### src/hw/ssop_pkg.sv
// bit positions and reset values of the status octet packer
// assumes a single system clock; no register bus reaches these octets
package ssop_pkg;

  // ==========================================================
  // octet 4 field positions
  localparam int unsigned OCT4_VAR_LIMITED_SPEED_ON = 0;
  localparam int unsigned OCT4_STARTUP_PREVENTION_ON = 1;
  localparam int unsigned OCT4_SAFE_OUT_B9 = 2;
  localparam int unsigned OCT4_SAFE_OUT_B8 = 3;
  localparam int unsigned OCT4_SAFE_OUT_B7 = 4;
  localparam int unsigned OCT4_SAFE_OUT_A9 = 5;
  localparam int unsigned OCT4_SAFE_OUT_A8 = 6;
  localparam int unsigned OCT4_SAFE_OUT_A7 = 7;

  // ==========================================================
  // octet 5 field positions (bits 4 to 7 belong to other logic)
  localparam int unsigned OCT5_NET_ACK_REQUEST = 0;
  localparam int unsigned OCT5_LOCAL_ACK_REQUEST = 1;
  localparam int unsigned OCT5_TORQUE_OFF_CIRCUIT_OPEN = 2;
  localparam int unsigned OCT5_SPEED_POS_VALID = 3;

  // ==========================================================
  // octet 2 bit 0: feedback source encoding
  localparam logic FEEDBACK_ESTIMATE = 1'h0;
  localparam logic FEEDBACK_ENCODER = 1'h1;

  // ==========================================================
  // reset values
  localparam logic [7:0] OCTET_RESET = 8'h00;
  localparam logic BIT_RESET = 1'h0;

endpackage

### src/hw/ssop_ack_if.sv
// carries the local acknowledgement press, the network request and the gated result
// between the packer top and its acknowledgement gate
`timescale 1ns/100ps
`default_nettype none

interface ssop_ack_if;
  logic net_req;
  logic press;
  logic accept;

  modport top (output net_req, output press, input accept);
  modport gate (input net_req, input press, output accept);
endinterface

`default_nettype wire

### src/hw/ssop_ack_gate.sv
// gate for local acknowledgement from the safe inputs
// assumes press is synchronous to i_clk and already debounced
`timescale 1ns/100ps
`default_nettype none

module ssop_ack_gate
  import ssop_pkg::*;
(
  input wire logic i_clk,
  input wire logic i_rst,
  ssop_ack_if.gate ack
);

  // ==========================================================
  // edge detect and gate
  logic press_d_r;
  logic press_d_nxt;
  logic accept_r;
  logic accept_nxt;

  // one pulse per press made without network request; a held input acknowledges again only after a reset
  always_comb begin
    press_d_nxt = ack.press;
    accept_nxt = ack.press & ~press_d_r & ~ack.net_req;
  end

  always_ff @(posedge i_clk or posedge i_rst) begin
    if (i_rst) begin
      press_d_r <= BIT_RESET;
      accept_r <= BIT_RESET;
    end else begin
      press_d_r <= press_d_nxt;
      accept_r <= accept_nxt;
    end
  end

  assign ack.accept = accept_r;

endmodule

`default_nettype wire

### src/hw/ssop_packer.sv
// status octet packer: builds octets 4 and 5 and octet 2 bit 0
// of the cyclic safety status message; assumes all inputs are
// synchronous to i_clk and that the fieldbus layer samples the octets
`timescale 1ns/100ps
`default_nettype none

// Overview of operation
// - octet4 bit0 = variable limit active and below
// - octet4 bit1 follows start-up prevention function
// - octet4 bits2-7 mirror six safe outputs
// - octet5 bit1 = local acknowledgement requested
// - local acknowledge accepted only without network request
// - octet5 bit2 set while torque-off circuit open
// - octet5 bit3 = speed and position valid
// - octet2 bit0 reports feedback source, 1=encoder
module ssop_packer
  import ssop_pkg::*;
(
  input wire logic i_clk,
  input wire logic i_rst,
  input wire logic i_var_limited_speed_fn,
  input wire logic i_speed_below_var_limit,
  input wire logic i_startup_prevention_fn,
  input wire logic i_safe_out_a7,
  input wire logic i_safe_out_a8,
  input wire logic i_safe_out_a9,
  input wire logic i_safe_out_b7,
  input wire logic i_safe_out_b8,
  input wire logic i_safe_out_b9,
  input wire logic i_net_ack_request,
  input wire logic i_local_ack_request,
  input wire logic i_local_ack_press,
  input wire logic i_torque_off_circuit_open,
  input wire logic i_speed_pos_valid,
  input wire logic i_feedback_encoder,
  output logic [7:0] o_octet4,
  output logic [7:0] o_octet5,
  output logic o_feedback_type,
  output logic o_local_ack_accept
);

  // ==========================================================
  // octet state
  logic [7:0] octet4_r;
  logic [7:0] octet4_nxt;
  logic [7:0] octet5_r;
  logic [7:0] octet5_nxt;
  logic feedback_r;
  logic feedback_nxt;

  ssop_ack_if ack ();

  // ==========================================================
  // acknowledgement gate
  // the gate sees the raw network flag, not the registered copy,
  // so a press in the cycle the request rises is already refused
  assign ack.net_req = i_net_ack_request;
  assign ack.press = i_local_ack_press;

  ssop_ack_gate u_ack_gate (
    .i_clk(i_clk),
    .i_rst(i_rst),
    .ack(ack.gate)
  );

  // ==========================================================
  // next octet values
  // all fields are plain levels; the host polls them cyclically,
  // so one cycle of latency costs nothing and keeps outputs glitch-free
  always_comb begin
    octet4_nxt = OCTET_RESET;
    octet5_nxt = OCTET_RESET;
    // monitoring is on only when active and below the limit
    octet4_nxt[OCT4_VAR_LIMITED_SPEED_ON] =
      i_var_limited_speed_fn & i_speed_below_var_limit;
    octet4_nxt[OCT4_STARTUP_PREVENTION_ON] = i_startup_prevention_fn;
    octet4_nxt[OCT4_SAFE_OUT_B9] = i_safe_out_b9;
    octet4_nxt[OCT4_SAFE_OUT_B8] = i_safe_out_b8;
    octet4_nxt[OCT4_SAFE_OUT_B7] = i_safe_out_b7;
    octet4_nxt[OCT4_SAFE_OUT_A9] = i_safe_out_a9;
    octet4_nxt[OCT4_SAFE_OUT_A8] = i_safe_out_a8;
    octet4_nxt[OCT4_SAFE_OUT_A7] = i_safe_out_a7;
    octet5_nxt[OCT5_NET_ACK_REQUEST] = i_net_ack_request;
    octet5_nxt[OCT5_LOCAL_ACK_REQUEST] = i_local_ack_request;
    // open circuit says nothing about the motor having stopped
    octet5_nxt[OCT5_TORQUE_OFF_CIRCUIT_OPEN] = i_torque_off_circuit_open;
    // validity is passed as given; the host combines it with octet 2
    octet5_nxt[OCT5_SPEED_POS_VALID] = i_speed_pos_valid;
    feedback_nxt = i_feedback_encoder ? FEEDBACK_ENCODER : FEEDBACK_ESTIMATE;
  end

  // register the octets
  always_ff @(posedge i_clk or posedge i_rst) begin
    if (i_rst) begin
      octet4_r <= OCTET_RESET;
      octet5_r <= OCTET_RESET;
      feedback_r <= FEEDBACK_ESTIMATE;
    end else begin
      octet4_r <= octet4_nxt;
      octet5_r <= octet5_nxt;
      feedback_r <= feedback_nxt;
    end
  end

  // ==========================================================
  // outputs, each straight from a flip-flop
  assign o_octet4 = octet4_r;
  assign o_octet5 = octet5_r;
  assign o_feedback_type = feedback_r;
  assign o_local_ack_accept = ack.accept;

  // ==========================================================
  // checks
  // every antecedent outside chk_local_ack_gate, chk_accept_one_cycle and chk_accept_cause also wants i_rst low at its own edge: a reset released
  // by that edge has still cleared the flops there, while disable iff
  // already sees it low and would let a stale comparison through

  // monitoring flag needs both the function and the speed condition
  chk_var_speed_flag: assert property (@(posedge i_clk) disable iff (i_rst)
    !i_rst && !$past(i_rst) |-> o_octet4[OCT4_VAR_LIMITED_SPEED_ON] ==
      ($past(i_var_limited_speed_fn) && $past(i_speed_below_var_limit)))
    else $error("variable limited speed flag wrong");

  // monitoring flag is off whenever speed is at or above the limit
  chk_var_speed_off: assert property (@(posedge i_clk) disable iff (i_rst)
    !i_rst && !i_speed_below_var_limit |=> !o_octet4[OCT4_VAR_LIMITED_SPEED_ON])
    else $error("variable limited speed flag set above the limit");

  // start-up prevention flag tracks the function one cycle later
  chk_startup_prev_flag: assert property (@(posedge i_clk) disable iff (i_rst)
    !i_rst && $rose(i_startup_prevention_fn) |=> o_octet4[OCT4_STARTUP_PREVENTION_ON])
    else $error("start-up prevention flag did not follow");

  // start-up prevention flag clears one cycle after the function ends
  chk_startup_prev_clear: assert property (@(posedge i_clk) disable iff (i_rst)
    !i_rst && $fell(i_startup_prevention_fn) |=> !o_octet4[OCT4_STARTUP_PREVENTION_ON])
    else $error("start-up prevention flag did not clear");

  // start-up prevention flag is a plain copy of the function level
  chk_startup_prev_level: assert property (@(posedge i_clk) disable iff (i_rst)
    !i_rst && !$past(i_rst) |-> o_octet4[OCT4_STARTUP_PREVENTION_ON] ==
      $past(i_startup_prevention_fn))
    else $error("start-up prevention flag level wrong");

  // safe outputs in the documented bit order
  chk_safe_out_order: assert property (@(posedge i_clk) disable iff (i_rst)
    !i_rst && !$past(i_rst) |-> o_octet4[7:2] ==
      {$past(i_safe_out_a7), $past(i_safe_out_a8),
      $past(i_safe_out_a9), $past(i_safe_out_b7), $past(i_safe_out_b8),
      $past(i_safe_out_b9)})
    else $error("safe output bits out of order");

  // local request flag follows its source
  chk_local_req_flag: assert property (@(posedge i_clk) disable iff (i_rst)
    !i_rst && !$past(i_rst) |->
      o_octet5[OCT5_LOCAL_ACK_REQUEST] == $past(i_local_ack_request))
    else $error("local acknowledgement request flag wrong");

  // never accept a press while the network asks for acknowledgement
  chk_local_ack_gate: assert property (@(posedge i_clk) disable iff (i_rst)
    i_net_ack_request |=> !o_local_ack_accept)
    else $error("local acknowledgement accepted during network request");

  // a fresh press without network request is accepted next cycle
  chk_local_ack_taken: assert property (@(posedge i_clk) disable iff (i_rst)
    (!i_rst && !i_net_ack_request && i_local_ack_press && !$past(i_local_ack_press)
      && !$past(i_rst)) |=> o_local_ack_accept ##1 !o_local_ack_accept)
    else $error("local acknowledgement press not accepted once");

  // accept is a single-cycle pulse, a held press never stretches it
  chk_accept_one_cycle: assert property (@(posedge i_clk) disable iff (i_rst)
    o_local_ack_accept |=> !o_local_ack_accept)
    else $error("local acknowledgement accept held too long");

  // every accept traces back to a press taken without network request
  chk_accept_cause: assert property (@(posedge i_clk) disable iff (i_rst)
    o_local_ack_accept |-> $past(i_local_ack_press) && !$past(i_net_ack_request))
    else $error("local acknowledgement accepted without cause");

  // torque-off circuit flag holds while the circuit stays open
  chk_torque_off_flag: assert property (@(posedge i_clk) disable iff (i_rst)
    (!i_rst && i_torque_off_circuit_open) [*2] |->
      o_octet5[OCT5_TORQUE_OFF_CIRCUIT_OPEN])
    else $error("torque-off circuit flag dropped while open");

  // torque-off flag clears once the circuit has closed
  chk_torque_off_clear: assert property (@(posedge i_clk) disable iff (i_rst)
    !i_rst && !i_torque_off_circuit_open |=> !o_octet5[OCT5_TORQUE_OFF_CIRCUIT_OPEN])
    else $error("torque-off circuit flag stuck after close");

  // torque-off flag copies the circuit state level
  chk_torque_off_level: assert property (@(posedge i_clk) disable iff (i_rst)
    !i_rst && !$past(i_rst) |->
      o_octet5[OCT5_TORQUE_OFF_CIRCUIT_OPEN] == $past(i_torque_off_circuit_open))
    else $error("torque-off circuit flag level wrong");

  // validity flag falls one cycle after its source falls
  chk_valid_flag: assert property (@(posedge i_clk) disable iff (i_rst)
    !i_rst && $fell(i_speed_pos_valid) |=> !o_octet5[OCT5_SPEED_POS_VALID])
    else $error("speed and position validity flag stuck");

  // validity flag rises one cycle after its source rises
  chk_valid_set: assert property (@(posedge i_clk) disable iff (i_rst)
    !i_rst && $rose(i_speed_pos_valid) |=> o_octet5[OCT5_SPEED_POS_VALID])
    else $error("speed and position validity flag did not rise");

  // validity flag copies its source level
  chk_valid_level: assert property (@(posedge i_clk) disable iff (i_rst)
    !i_rst && !$past(i_rst) |->
      o_octet5[OCT5_SPEED_POS_VALID] == $past(i_speed_pos_valid))
    else $error("speed and position validity flag level wrong");

  // network request flag and upper nibble of octet 5
  chk_net_req_flag: assert property (@(posedge i_clk) disable iff (i_rst)
    !i_rst && !$past(i_rst) |->
      o_octet5[OCT5_NET_ACK_REQUEST] == $past(i_net_ack_request)
      && o_octet5[7:4] == 4'h0)
    else $error("network acknowledgement request flag wrong");

  // feedback source encoding, encoder reads as one
  chk_feedback_type: assert property (@(posedge i_clk) disable iff (i_rst)
    !i_rst && $changed(i_feedback_encoder) |=>
      o_feedback_type == $past(i_feedback_encoder))
    else $error("feedback source bit wrong");

  // feedback source bit copies the encoder select level
  chk_feedback_level: assert property (@(posedge i_clk) disable iff (i_rst)
    !i_rst && !$past(i_rst) |-> o_feedback_type == $past(i_feedback_encoder))
    else $error("feedback source bit level wrong");

endmodule

`default_nettype wire

### config.mk
export PLATFORM = sky130hd
export DESIGN_NAME = ssop_packer
export DESIGN_NICKNAME = d
export VERILOG_FILES = /design/src/hw/ssop_pkg.sv /design/src/hw/ssop_ack_if.sv /design/src/hw/ssop_ack_gate.sv /design/src/hw/ssop_packer.sv
export SDC_FILE = /design/constraint.sdc
export NUM_CORES = 1
export LEC_CHECK = 0
export BUFFER_PORTS_ARGS = -buffer_cell sky130_fd_sc_hd__buf_4
export CAP_MARGIN = 40
export CELL_PAD_IN_SITES_DETAIL_PLACEMENT = 1
export CELL_PAD_IN_SITES_GLOBAL_PLACEMENT = 1
export CORE_MARGIN = 5
export CORE_UTILIZATION = 23
export DETAILED_ROUTE_END_ITERATION = 10
export GPL_TIMING_DRIVEN = 0
export PLACE_DENSITY_LB_ADDON = 0.1
export SLEW_MARGIN = 20
export SYNTH_ARGS = -nofsm -noshare
export SYNTH_HDL_FRONTEND = slang
export SYNTH_SLANG_ARGS = --single-unit
### constraint.sdc
create_clock -name i_clk -period 0.8 [get_ports i_clk]
set_clock_uncertainty 0.05 [all_clocks]
set_input_delay 0.16 -clock i_clk [delete_from_list [all_inputs] [get_ports i_clk]]
set_output_delay 0.16 -clock i_clk [all_outputs]
set_load 0.01 [all_outputs]
==> impl_metrics.json, run 1 <==
{
  "ant_nets": 0,
  "rsz0062_at_grt": "yes",
  "core_mm2": 0.00176,
  "critPathArrivalTime_ns": 0.79,
  "post_drt_wl_per_cell_um": 11.6,
  "dr.pass1.iters": 2,
  "powerDensity_mw_per_mm2": 1640,
  "drc": 0,
  "gp_congestion": 0.652,
  "tns_ns": -2.67,
  "holdWs_ns": -0.121,
  "gr-total-overflow": 0,
  "htreeDepth": 1,
  "tritoncts": "yes",
  "crit_family": "flip-flops",
  "drive_above_1_share": 0.521,
  "die_y_um": 53.3,
  "max_freq_mhz": 998,
  "yosys-top-cells-count": "dfrtp_1 (15), buf_4 (4)",
  "cts_made_buffers": 3,
  "crit_slowest_cell": "dfrtp_1",
  "instances_no_fill": 98,
  "ys_seq_area_frac": 0.870,
  "dp.cells": 81,
  "hold_viol_final": 15,
  "row_count": 15,
  "setup_viol": 15,
  "crit_chain": "buf_6",
  "finalWorstSetupSlack_ns": -0.202,
  "dieArea_mm2": 0.00284,
  "yosys.area.top_type": "dfrtp_1",
  "drt-total-wl_mm": 1.14,
  "cts-root-buf": "clkbuf_4",
  "cts.clk_slew.worst_paths_ns": 0.09,
  "synth_most_common_cell": "dfrtp_1",
  "critical_path.max_fanout": 1,
  "synth-seq-cells": 15,
  "start_util": 0.245,
  "clockBufferDepth": 2,
  "vias_per_cell": 3.43,
  "path_buf_inv": 1,
  "cts.sinks": 15,
  "grt_max_degree": 16,
  "yosysWarningCount": 0,
  "power_w": 0.00149,
  "end_kind": "output pin",
  "tightest_slew_ns": 0.556,
  "fin_crit_ns": 1.00,
  "outcome": "complete, but fails checks",
  "finalCritPeriodShare": 1.25,
  "cap_violations": 0,
  "avgSynthCellArea_um2": 18.8,
  "synth.distinct_cells": 6,
  "diodes": 0,
  "post-cts-setup-buffers": 0,
  "grt_pass1_vias": 382,
  "peakVddDrop_mv": 1.02,
  "r2r_setup_slack_ns": 0.12,
  "io_pins": 35,
  "antenna_found_initial": 0,
  "synth.top_cells.by_area": "dfrtp_1 (87%), buf_4 (7.0%), nor3b_2 (2.9%), and2_1 (1.4%), conb_1 (0.87%)",
  "hold_class": "input port to async pin",
  "yosys_most_used_dff": "dfrtp_1",
  "slowest_delay_ns": 0.39,
  "critical_path_class": "flop to output pin",
  "first_iter_violations": 1,
  "final_nets": 91,
  "die_w_um": 53.3,
  "n_fill_cell": 194,
  "postLayoutCellArea_um2": 908,
  "synth_edf_count": 0,
  "synth_cells": 23,
  "clk_latency_ns": 0.28,
  "leakage_nw": 0.455,
  "synth_area_um2": 432,
  "maxSlewHeadroom": 0.629,
  "grt_pass1_wl_mm": 1.70,
  "synthArstFlopShare": 1.00,
  "num_vias": 336,
  "yosysTopAreaCellShare": 0.870,
  "violations": "hold timing, setup timing",
  "cp-start-kind": "flop",
  "grt_use_total": 0.0908,
  "placed_cell_area_um2": 699,
  "cp.required_ns": 0.59,
  "area_growth_pct": 110,
  "port_buffers": 30,
  "slew_violations": 0
}
[layout by cell type (no fill, tap or decap)]
cell,instances
nor3b_2,1
dlygate4sd3_1,13
and2_1,1
buf_4,20
inv_1,1
buf_6,14
conb_1,4
clkbuf_4,3
dfrtp_1,15
clkbuf_1,1
[logic make-up after synthesis]
group | count (synthesis) | share of synthesized area
buffers and inverters | 5 | 0.0783
other | 1 | 0.00869
flip-flops | 15 | 0.870
AND/OR/NAND/NOR | 2 | 0.0435
[per-stage QoR]
step,utilization,setup slack (ns)
2_1_floorplan,-,0.191
3_3_place_gp,0.396,0.0786
3_5_place_dp,0.396,0.0810
4_1_cts,0.515,-0.225
5_1_grt,0.515,-0.249
6_report,0.515,-0.202
[power by group]
group / internal (W) / switching, W / total [W]
sequential: 0.000795 / 0.0000169 / 0.000812
clock: 0.000193 / 0.000234 / 0.000427
combinational: 0.000170 / 0.0000800 / 0.000250
[cell type report]
class,instances,area [um^2],share of cell area
timing repair buffer,43,408,0.449
clock buffer,4,26.3,0.0289
buffer,4,30.0,0.0331
inverter,1,3.75,0.00413
multi-input combinational,6,33.8,0.0372
tap,25,31.3,0.0344
sequential,15,375,0.413
[worst paths after layout]
check	start	endpoint	cells after the start
setup / recovery	o_octet4[0]	o_octet4[0]	1
hold / removal	i_rst	o_octet4[0]	2
setup reg to reg	u_ack_gate.press_d_r	u_ack_gate.ack.accept	1
hold reg to reg	u_ack_gate.press_d_r	u_ack_gate.ack.accept	1
max in group asynchronous	i_rst	o_feedback_type	2
min in group i_clk	i_speed_below_var_limit	o_octet4[0]	2
[state kept, by name (all words and copies together) (netlist names)]
register,count
o_feedback_type,1
u_ack_gate.ack.accept,1
o_octet5,4
u_ack_gate.press_d_r,1
o_octet4,8
[routing by layer]
metal | track usage | share of wire
met4 | 0.0511 | 0
met3 | 0.0507 | 0.12
met1 | 0.0836 | 0.35
met2 | 0.155 | 0.52
met5 | 0 | 0
[timing repair]
action | 4_1_cts | 5_1_grt
hold buffers | 13 | 1
gates resized for setup | 14 | 0
hold endpoints to repair | 29 | 17
pin swaps | 0 | 1
cloned | 0 | 0
endpoints found under the setup margin | 14 | 15
(Power assumes the default switching activity.)
==> inputs of run 2 (changes only) <==
==> constraint.sdc (replaced) <==
create_clock -name i_clk -period 0.8 [get_ports i_clk]
set_clock_uncertainty 0.05 [all_clocks]
set_input_delay 0 -clock i_clk [delete_from_list [all_inputs] [get_ports i_clk]]
set_output_delay 0 -clock i_clk [all_outputs]
set_load 0.01 [all_outputs]
==> run 2 against run 1 <==
Net effect: the flow still finishes with violations (hold timing, setup timing); clock power shrank 1%; total power increased by 0.16%; combinational power up 3%; hold slack got worse by 0.16 ns; largest cell class unchanged; critical path type unchanged; die area stayed put; sequential share of layout area down 0.89 points; final cell count grew 2.0%.
==> impl_metrics.json, run 2 (synthesis results as in run 1) <==
{
  "core_mm2": 0.00176,
  "end_kind": "output pin",
  "path_buf_inv": 1,
  "area_growth_pct": 115,
  "setup_viol": 14,
  "cts.sinks": 15,
  "die_y_um": 53.3,
  "finish.utilization": 0.526,
  "dr.pass1.iters": 2,
  "dieArea_mm2": 0.00284,
  "hold_viol_final": 15,
  "critical_path_class": "flop to output pin",
  "clockBufferDepth": 2,
  "grt_pass1_vias": 393,
  "row_count": 15,
  "drt-total-wl_mm": 1.13,
  "max_freq_mhz": 1190,
  "outcome": "complete, but fails checks",
  "reg2reg_depth": 1,
  "crit_slowest_cell": "dfrtp_1",
  "swShare": 0.219,
  "worstReg2RegStart": "u_ack_gate.press_d_r",
  "powerDensity_mw_per_mm2": 1610,
  "slew_violations": 0,
  "tns_ns": -0.351,
  "grt_max_degree": 16,
  "hold_class": "input port to async pin",
  "largest_reg_flops": 8,
  "io_pins": 35,
  "num_vias": 346,
  "clk_latency_ns": 0.28,
  "ant_nets": 0,
  "cp.required_ns": 0.75,
  "finalWorstSetupSlack_ns": -0.0413,
  "crit_family": "flip-flops",
  "vias_per_cell": 3.46,
  "grt_pass1_wl_mm": 1.70,
  "p_seq_frac": 0.545,
  "cts.clk_slew.worst_paths_ns": 0.09,
  "die_w_um": 53.3,
  "placed_cell_area_um2": 699,
  "peakVddDrop_mv": 1.02,
  "leakage_nw": 0.463,
  "maxSlewHeadroom": 0.630,
  "p_sw_w": 0.000327,
  "cap_violations": 0,
  "r2r-end": "u_ack_gate.ack.accept",
  "clockPowerShare": 0.283,
  "rsz0062_at_grt": "yes",
  "port_buffers": 30,
  "postLayoutCellArea_um2": 928,
  "post_drt_wl_per_cell_um": 11.3,
  "htreeDepth": 1,
  "r2r_setup_slack_ns": 0.15,
  "diodes": 0,
  "gr-total-overflow": 0,
  "slowest_delay_ns": 0.39,
  "pwr-share-comb": 0.172,
  "fin_crit_ns": 0.841,
  "violations": "hold timing, setup timing",
  "first_iter_violations": 1,
  "antenna_found_initial": 0,
  "tritoncts": "yes",
  "cts-root-buf": "clkbuf_4",
  "gp_congestion": 0.652,
  "cp-start-kind": "flop",
  "grt_use_total": 0.0901,
  "drive_above_1_share": 0.507,
  "critical_path.max_fanout": 1,
  "finalCritPeriodShare": 1.05,
  "post-cts-setup-buffers": 0,
  "critPathArrivalTime_ns": 0.79,
  "layout_commonest_cell": "buf_4",
  "tightest_slew_ns": 0.554,
  "start_util": 0.245,
  "drc": 0,
  "final_cell_mix": "buf_4 (20), dlygate4sd3_1 (15), dfrtp_1 (15), buf_6 (14), conb_1 (4)",
  "internal_power_w": 0.00116,
  "holdWs_ns": -0.282,
  "cts_made_buffers": 3,
  "cts_hold_buf": 15,
  "crit_chain": "buf_6",
  "final_nets": 93
}
==> run 2: cell type report <==
cell class	instances	area, um^2
clock buffers	4	26.3
fillers	184	836
well taps	25	31.3
flip-flops and latches	15	375
repair buffers	45	428
multi-input cells	6	33.8
inverters	1	3.75
plain buffers	4	30.0
==> run 2: repair_timing <==
item                                   CTS  global route
gates resized for setup                 14             0
endpoints found under the hold margin   30            15
setup endpoints to repair               14            14
==> run 2: per-layer routing <==
metal / part of all wire / wire [um] / global-route usage / vias up
li1: - / - / - / 164
met1: 0.34 / 380 / 0.0747 / 161
met2: 0.54 / 610 / 0.163 / 21
met3: 0.13 / 143 / 0.0507 / 0
met4: 0 / 0 / 0.0511 / 0
met5: 0 / 0 / 0 / -
==> run 2: power groups by stage <==
stage / logic [W] / registers [W] / clock network, W
floorplan: 0.0000383 / 0.000840 / 0
global placement: 0.000177 / 0.000820 / 0
detailed placement: 0.000180 / 0.000821 / 0
CTS: 0.000260 / 0.000813 / 0.000457
global route: 0.000278 / 0.000817 / 0.000487
finish: 0.000257 / 0.000812 / 0.000422
==> run 2: through the flow <==
| step | std cells | setup WS, ns | total power, W | hold slack [ns] |
|---|---|---|---|---|
| final | 100 | -0.0413 | 0.00149 | -0.282 |
| after global routing | 100 | -0.0893 | 0.00158 | -0.236 |
| after CTS | 100 | -0.0646 | 0.00153 | -0.264 |
| after detailed placement | 81 | 0.145 | 0.00100 | 0.0514 |
| after global placement | 81 | 0.170 | 0.000997 | 0.0511 |
| after floorplan | 26 | 0.191 | 0.000879 | -0.149 |
==> run 2: worst max-delay path by stage <==
stage | start | endpoint | slack [ns] | cells after the start
floorplan | u_ack_gate.press_d_r | u_ack_gate.ack.accept | 0.19 | 1
global placement | u_ack_gate.press_d_r | u_ack_gate.ack.accept | 0.17 | 1
detailed placement | u_ack_gate.press_d_r | u_ack_gate.ack.accept | 0.15 | 1
CTS | u_ack_gate.ack.accept | o_local_ack_accept | -0.06 | 1
global route | o_octet4[0] | o_octet4[0] | -0.09 | 1
finish | o_octet4[0] | o_octet4[0] | -0.04 | 1
==> inputs of run 3 (changes only) <==
--- a/config.mk
+++ b/config.mk
@@ -14,6 +14,7 @@
 export DETAILED_ROUTE_END_ITERATION = 10
 export GPL_TIMING_DRIVEN = 0
 export PLACE_DENSITY_LB_ADDON = 0.1
+export REMOVE_ABC_BUFFERS = 1
 export SLEW_MARGIN = 20
 export SYNTH_ARGS = -nofsm -noshare
 export SYNTH_HDL_FRONTEND = slang
==> run 3 against run 2 <==
Net effect: the run ends with setup timing left; routed wire length down 1.3%; first-iteration DRC count down 100%; sequential power about the same; sequential share of layout area up 0.72 points; utilization down 0.92 points; flip-flop and latch count unchanged; critical path type unchanged.
==> impl_metrics.json, run 3 (synthesis results as in run 1) <==
{
  "outcome": "complete, but fails checks",
  "violations": "setup timing",
  "die_y_um": 53.3,
  "peakVddDrop_mv": 0.774,
  "slew_violations": 0,
  "leakage_nw": 0.440,
  "post-cts-setup-buffers": 0,
  "largest_reg_flops": 8,
  "powerDensity_mw_per_mm2": 1620,
  "crit_chain": "buf_6",
  "setup_viol": 14,
  "rsz0062_at_grt": "yes",
  "gr-total-overflow": 0,
  "antenna_found_initial": 0,
  "drc": 0,
  "cp.required_ns": 0.75,
  "ant_nets": 0,
  "critical_path.max_fanout": 1,
  "num_vias": 347,
  "holdWs_ns": 0.204,
  "area_growth_pct": 111,
  "crit_family": "flip-flops",
  "grt_pass1_vias": 393,
  "fin_crit_ns": 0.830,
  "start_util": 0.245,
  "slowest_delay_ns": 0.39,
  "end_kind": "output pin",
  "vias_per_cell": 3.58,
  "final_nets": 90,
  "cts.clk_slew.worst_paths_ns": 0.08,
  "first_iter_violations": 0,
  "post_drt_wl_per_cell_um": 11.5,
  "io_pins": 35,
  "dp.cells": 77,
  "critPathArrivalTime_ns": 0.78,
  "hold_viol_final": 0,
  "finalCritPeriodShare": 1.04,
  "dieArea_mm2": 0.00284,
  "dr.pass1.iters": 1,
  "htreeDepth": 1,
  "drt-total-wl_mm": 1.12,
  "grt_pass1_wl_mm": 1.73,
  "gp_congestion": 0.574,
  "hold_class": "input port to async pin",
  "cts-root-buf": "clkbuf_4",
  "cts.sinks": 15,
  "cp-start-kind": "flop",
  "instances_no_fill": 97,
  "die_w_um": 53.3,
  "port_buffers": 30,
  "row_count": 15,
  "clockBufferDepth": 2,
  "cts_made_buffers": 3,
  "path_buf_inv": 1,
  "critical_path_class": "flop to output pin",
  "drive_above_1_share": 0.486,
  "diodes": 0,
  "grt_max_degree": 16,
  "final_cell_mix": "dlygate4sd3_1 (16), buf_4 (16), dfrtp_1 (15), buf_6 (14), conb_1 (4)",
  "finish.utilization": 0.517,
  "crit_slowest_cell": "dfrtp_1",
  "grt_use_total": 0.0919,
  "max_freq_mhz": 1200,
  "finalWorstSetupSlack_ns": -0.0299,
  "core_mm2": 0.00176,
  "cap_violations": 0,
  "tritoncts": "yes",
  "clk_latency_ns": 0.27
}
-- run 3: cell types whose count changed in the layout (fill, tap and decap cells not counted), sizes merged --
cell,before,now
clkinvlp,0,1
dlygate4sd3,15,16
inv,1,0
buf,34,30
-- run 3: through the flow --
step           instance area (um^2)  power, W  setup WS, ns  setup TNS (ns)
2_1_floorplan                   413  0.000864         0.191               0
3_3_place_gp                    669  0.000981         0.181               0
3_5_place_dp                    669  0.000987         0.161               0
4_1_cts                         908   0.00151       -0.0520          -0.592
5_1_grt                         912   0.00157       -0.0801          -0.892
6_report                        912   0.00148       -0.0299          -0.306
-- run 3: layout make-up --
| cell class | count | area (um^2) |
|---|---|---|
| Inverter | 1 | 7.51 |
| Tap cell | 25 | 31.3 |
| Sequential cell | 15 | 375 |
| Clock buffer | 4 | 26.3 |
| Fill cell | 196 | 852 |
| Timing Repair Buffer | 46 | 438 |
| Multi-Input combinational cell | 6 | 33.8 |
-- run 3: tightest hold or removal path: cells and delay by family --
family   cells  cell delay [ns]
buf+inv      3             0.91
-- run 3: final timing paths --
check | startpoint | to | cells past startpoint | slack [ns]
worst max-delay path | o_octet5[3] | o_octet5[3] | 1 | -0.03
min in group i_clk | i_safe_out_a7 | o_octet4[7] | 2 | 0.32
worst min-delay path | i_rst | o_octet4[0] | 3 | 0.20
worst max register to register | u_ack_gate.press_d_r | u_ack_gate.ack.accept | 1 | 0.15
max in group asynchronous | i_rst | o_octet5[1] | 3 | 0.28
worst min register to register | u_ack_gate.press_d_r | u_ack_gate.ack.accept | 1 | 0.38
-- run 3: what timing repair did --
| item | in CTS | in global routing |
|---|---|---|
| gates resized for setup | 14 | 1 |
| setup endpoints to repair | 14 | 29 |
| endpoints found under the hold margin | 30 | 0 |
| hold buffers | 16 | 0 |
-- run 3: power breakdown --
group / internal, W / switching, W / total, W
clock: 0.000193 / 0.000222 / 0.000415
combinational: 0.000167 / 0.0000822 / 0.000250
sequential: 0.000795 / 0.0000172 / 0.000813
total: 0.00116 / 0.000322 / 0.00148
-- run 3: routing by layer --
layer | track usage | part of all wire
met1 | 0.0781 | 0.30
met5 | 0 | 0
met4 | 0.0638 | 0
met3 | 0.0254 | 0.081
met2 | 0.178 | 0.62
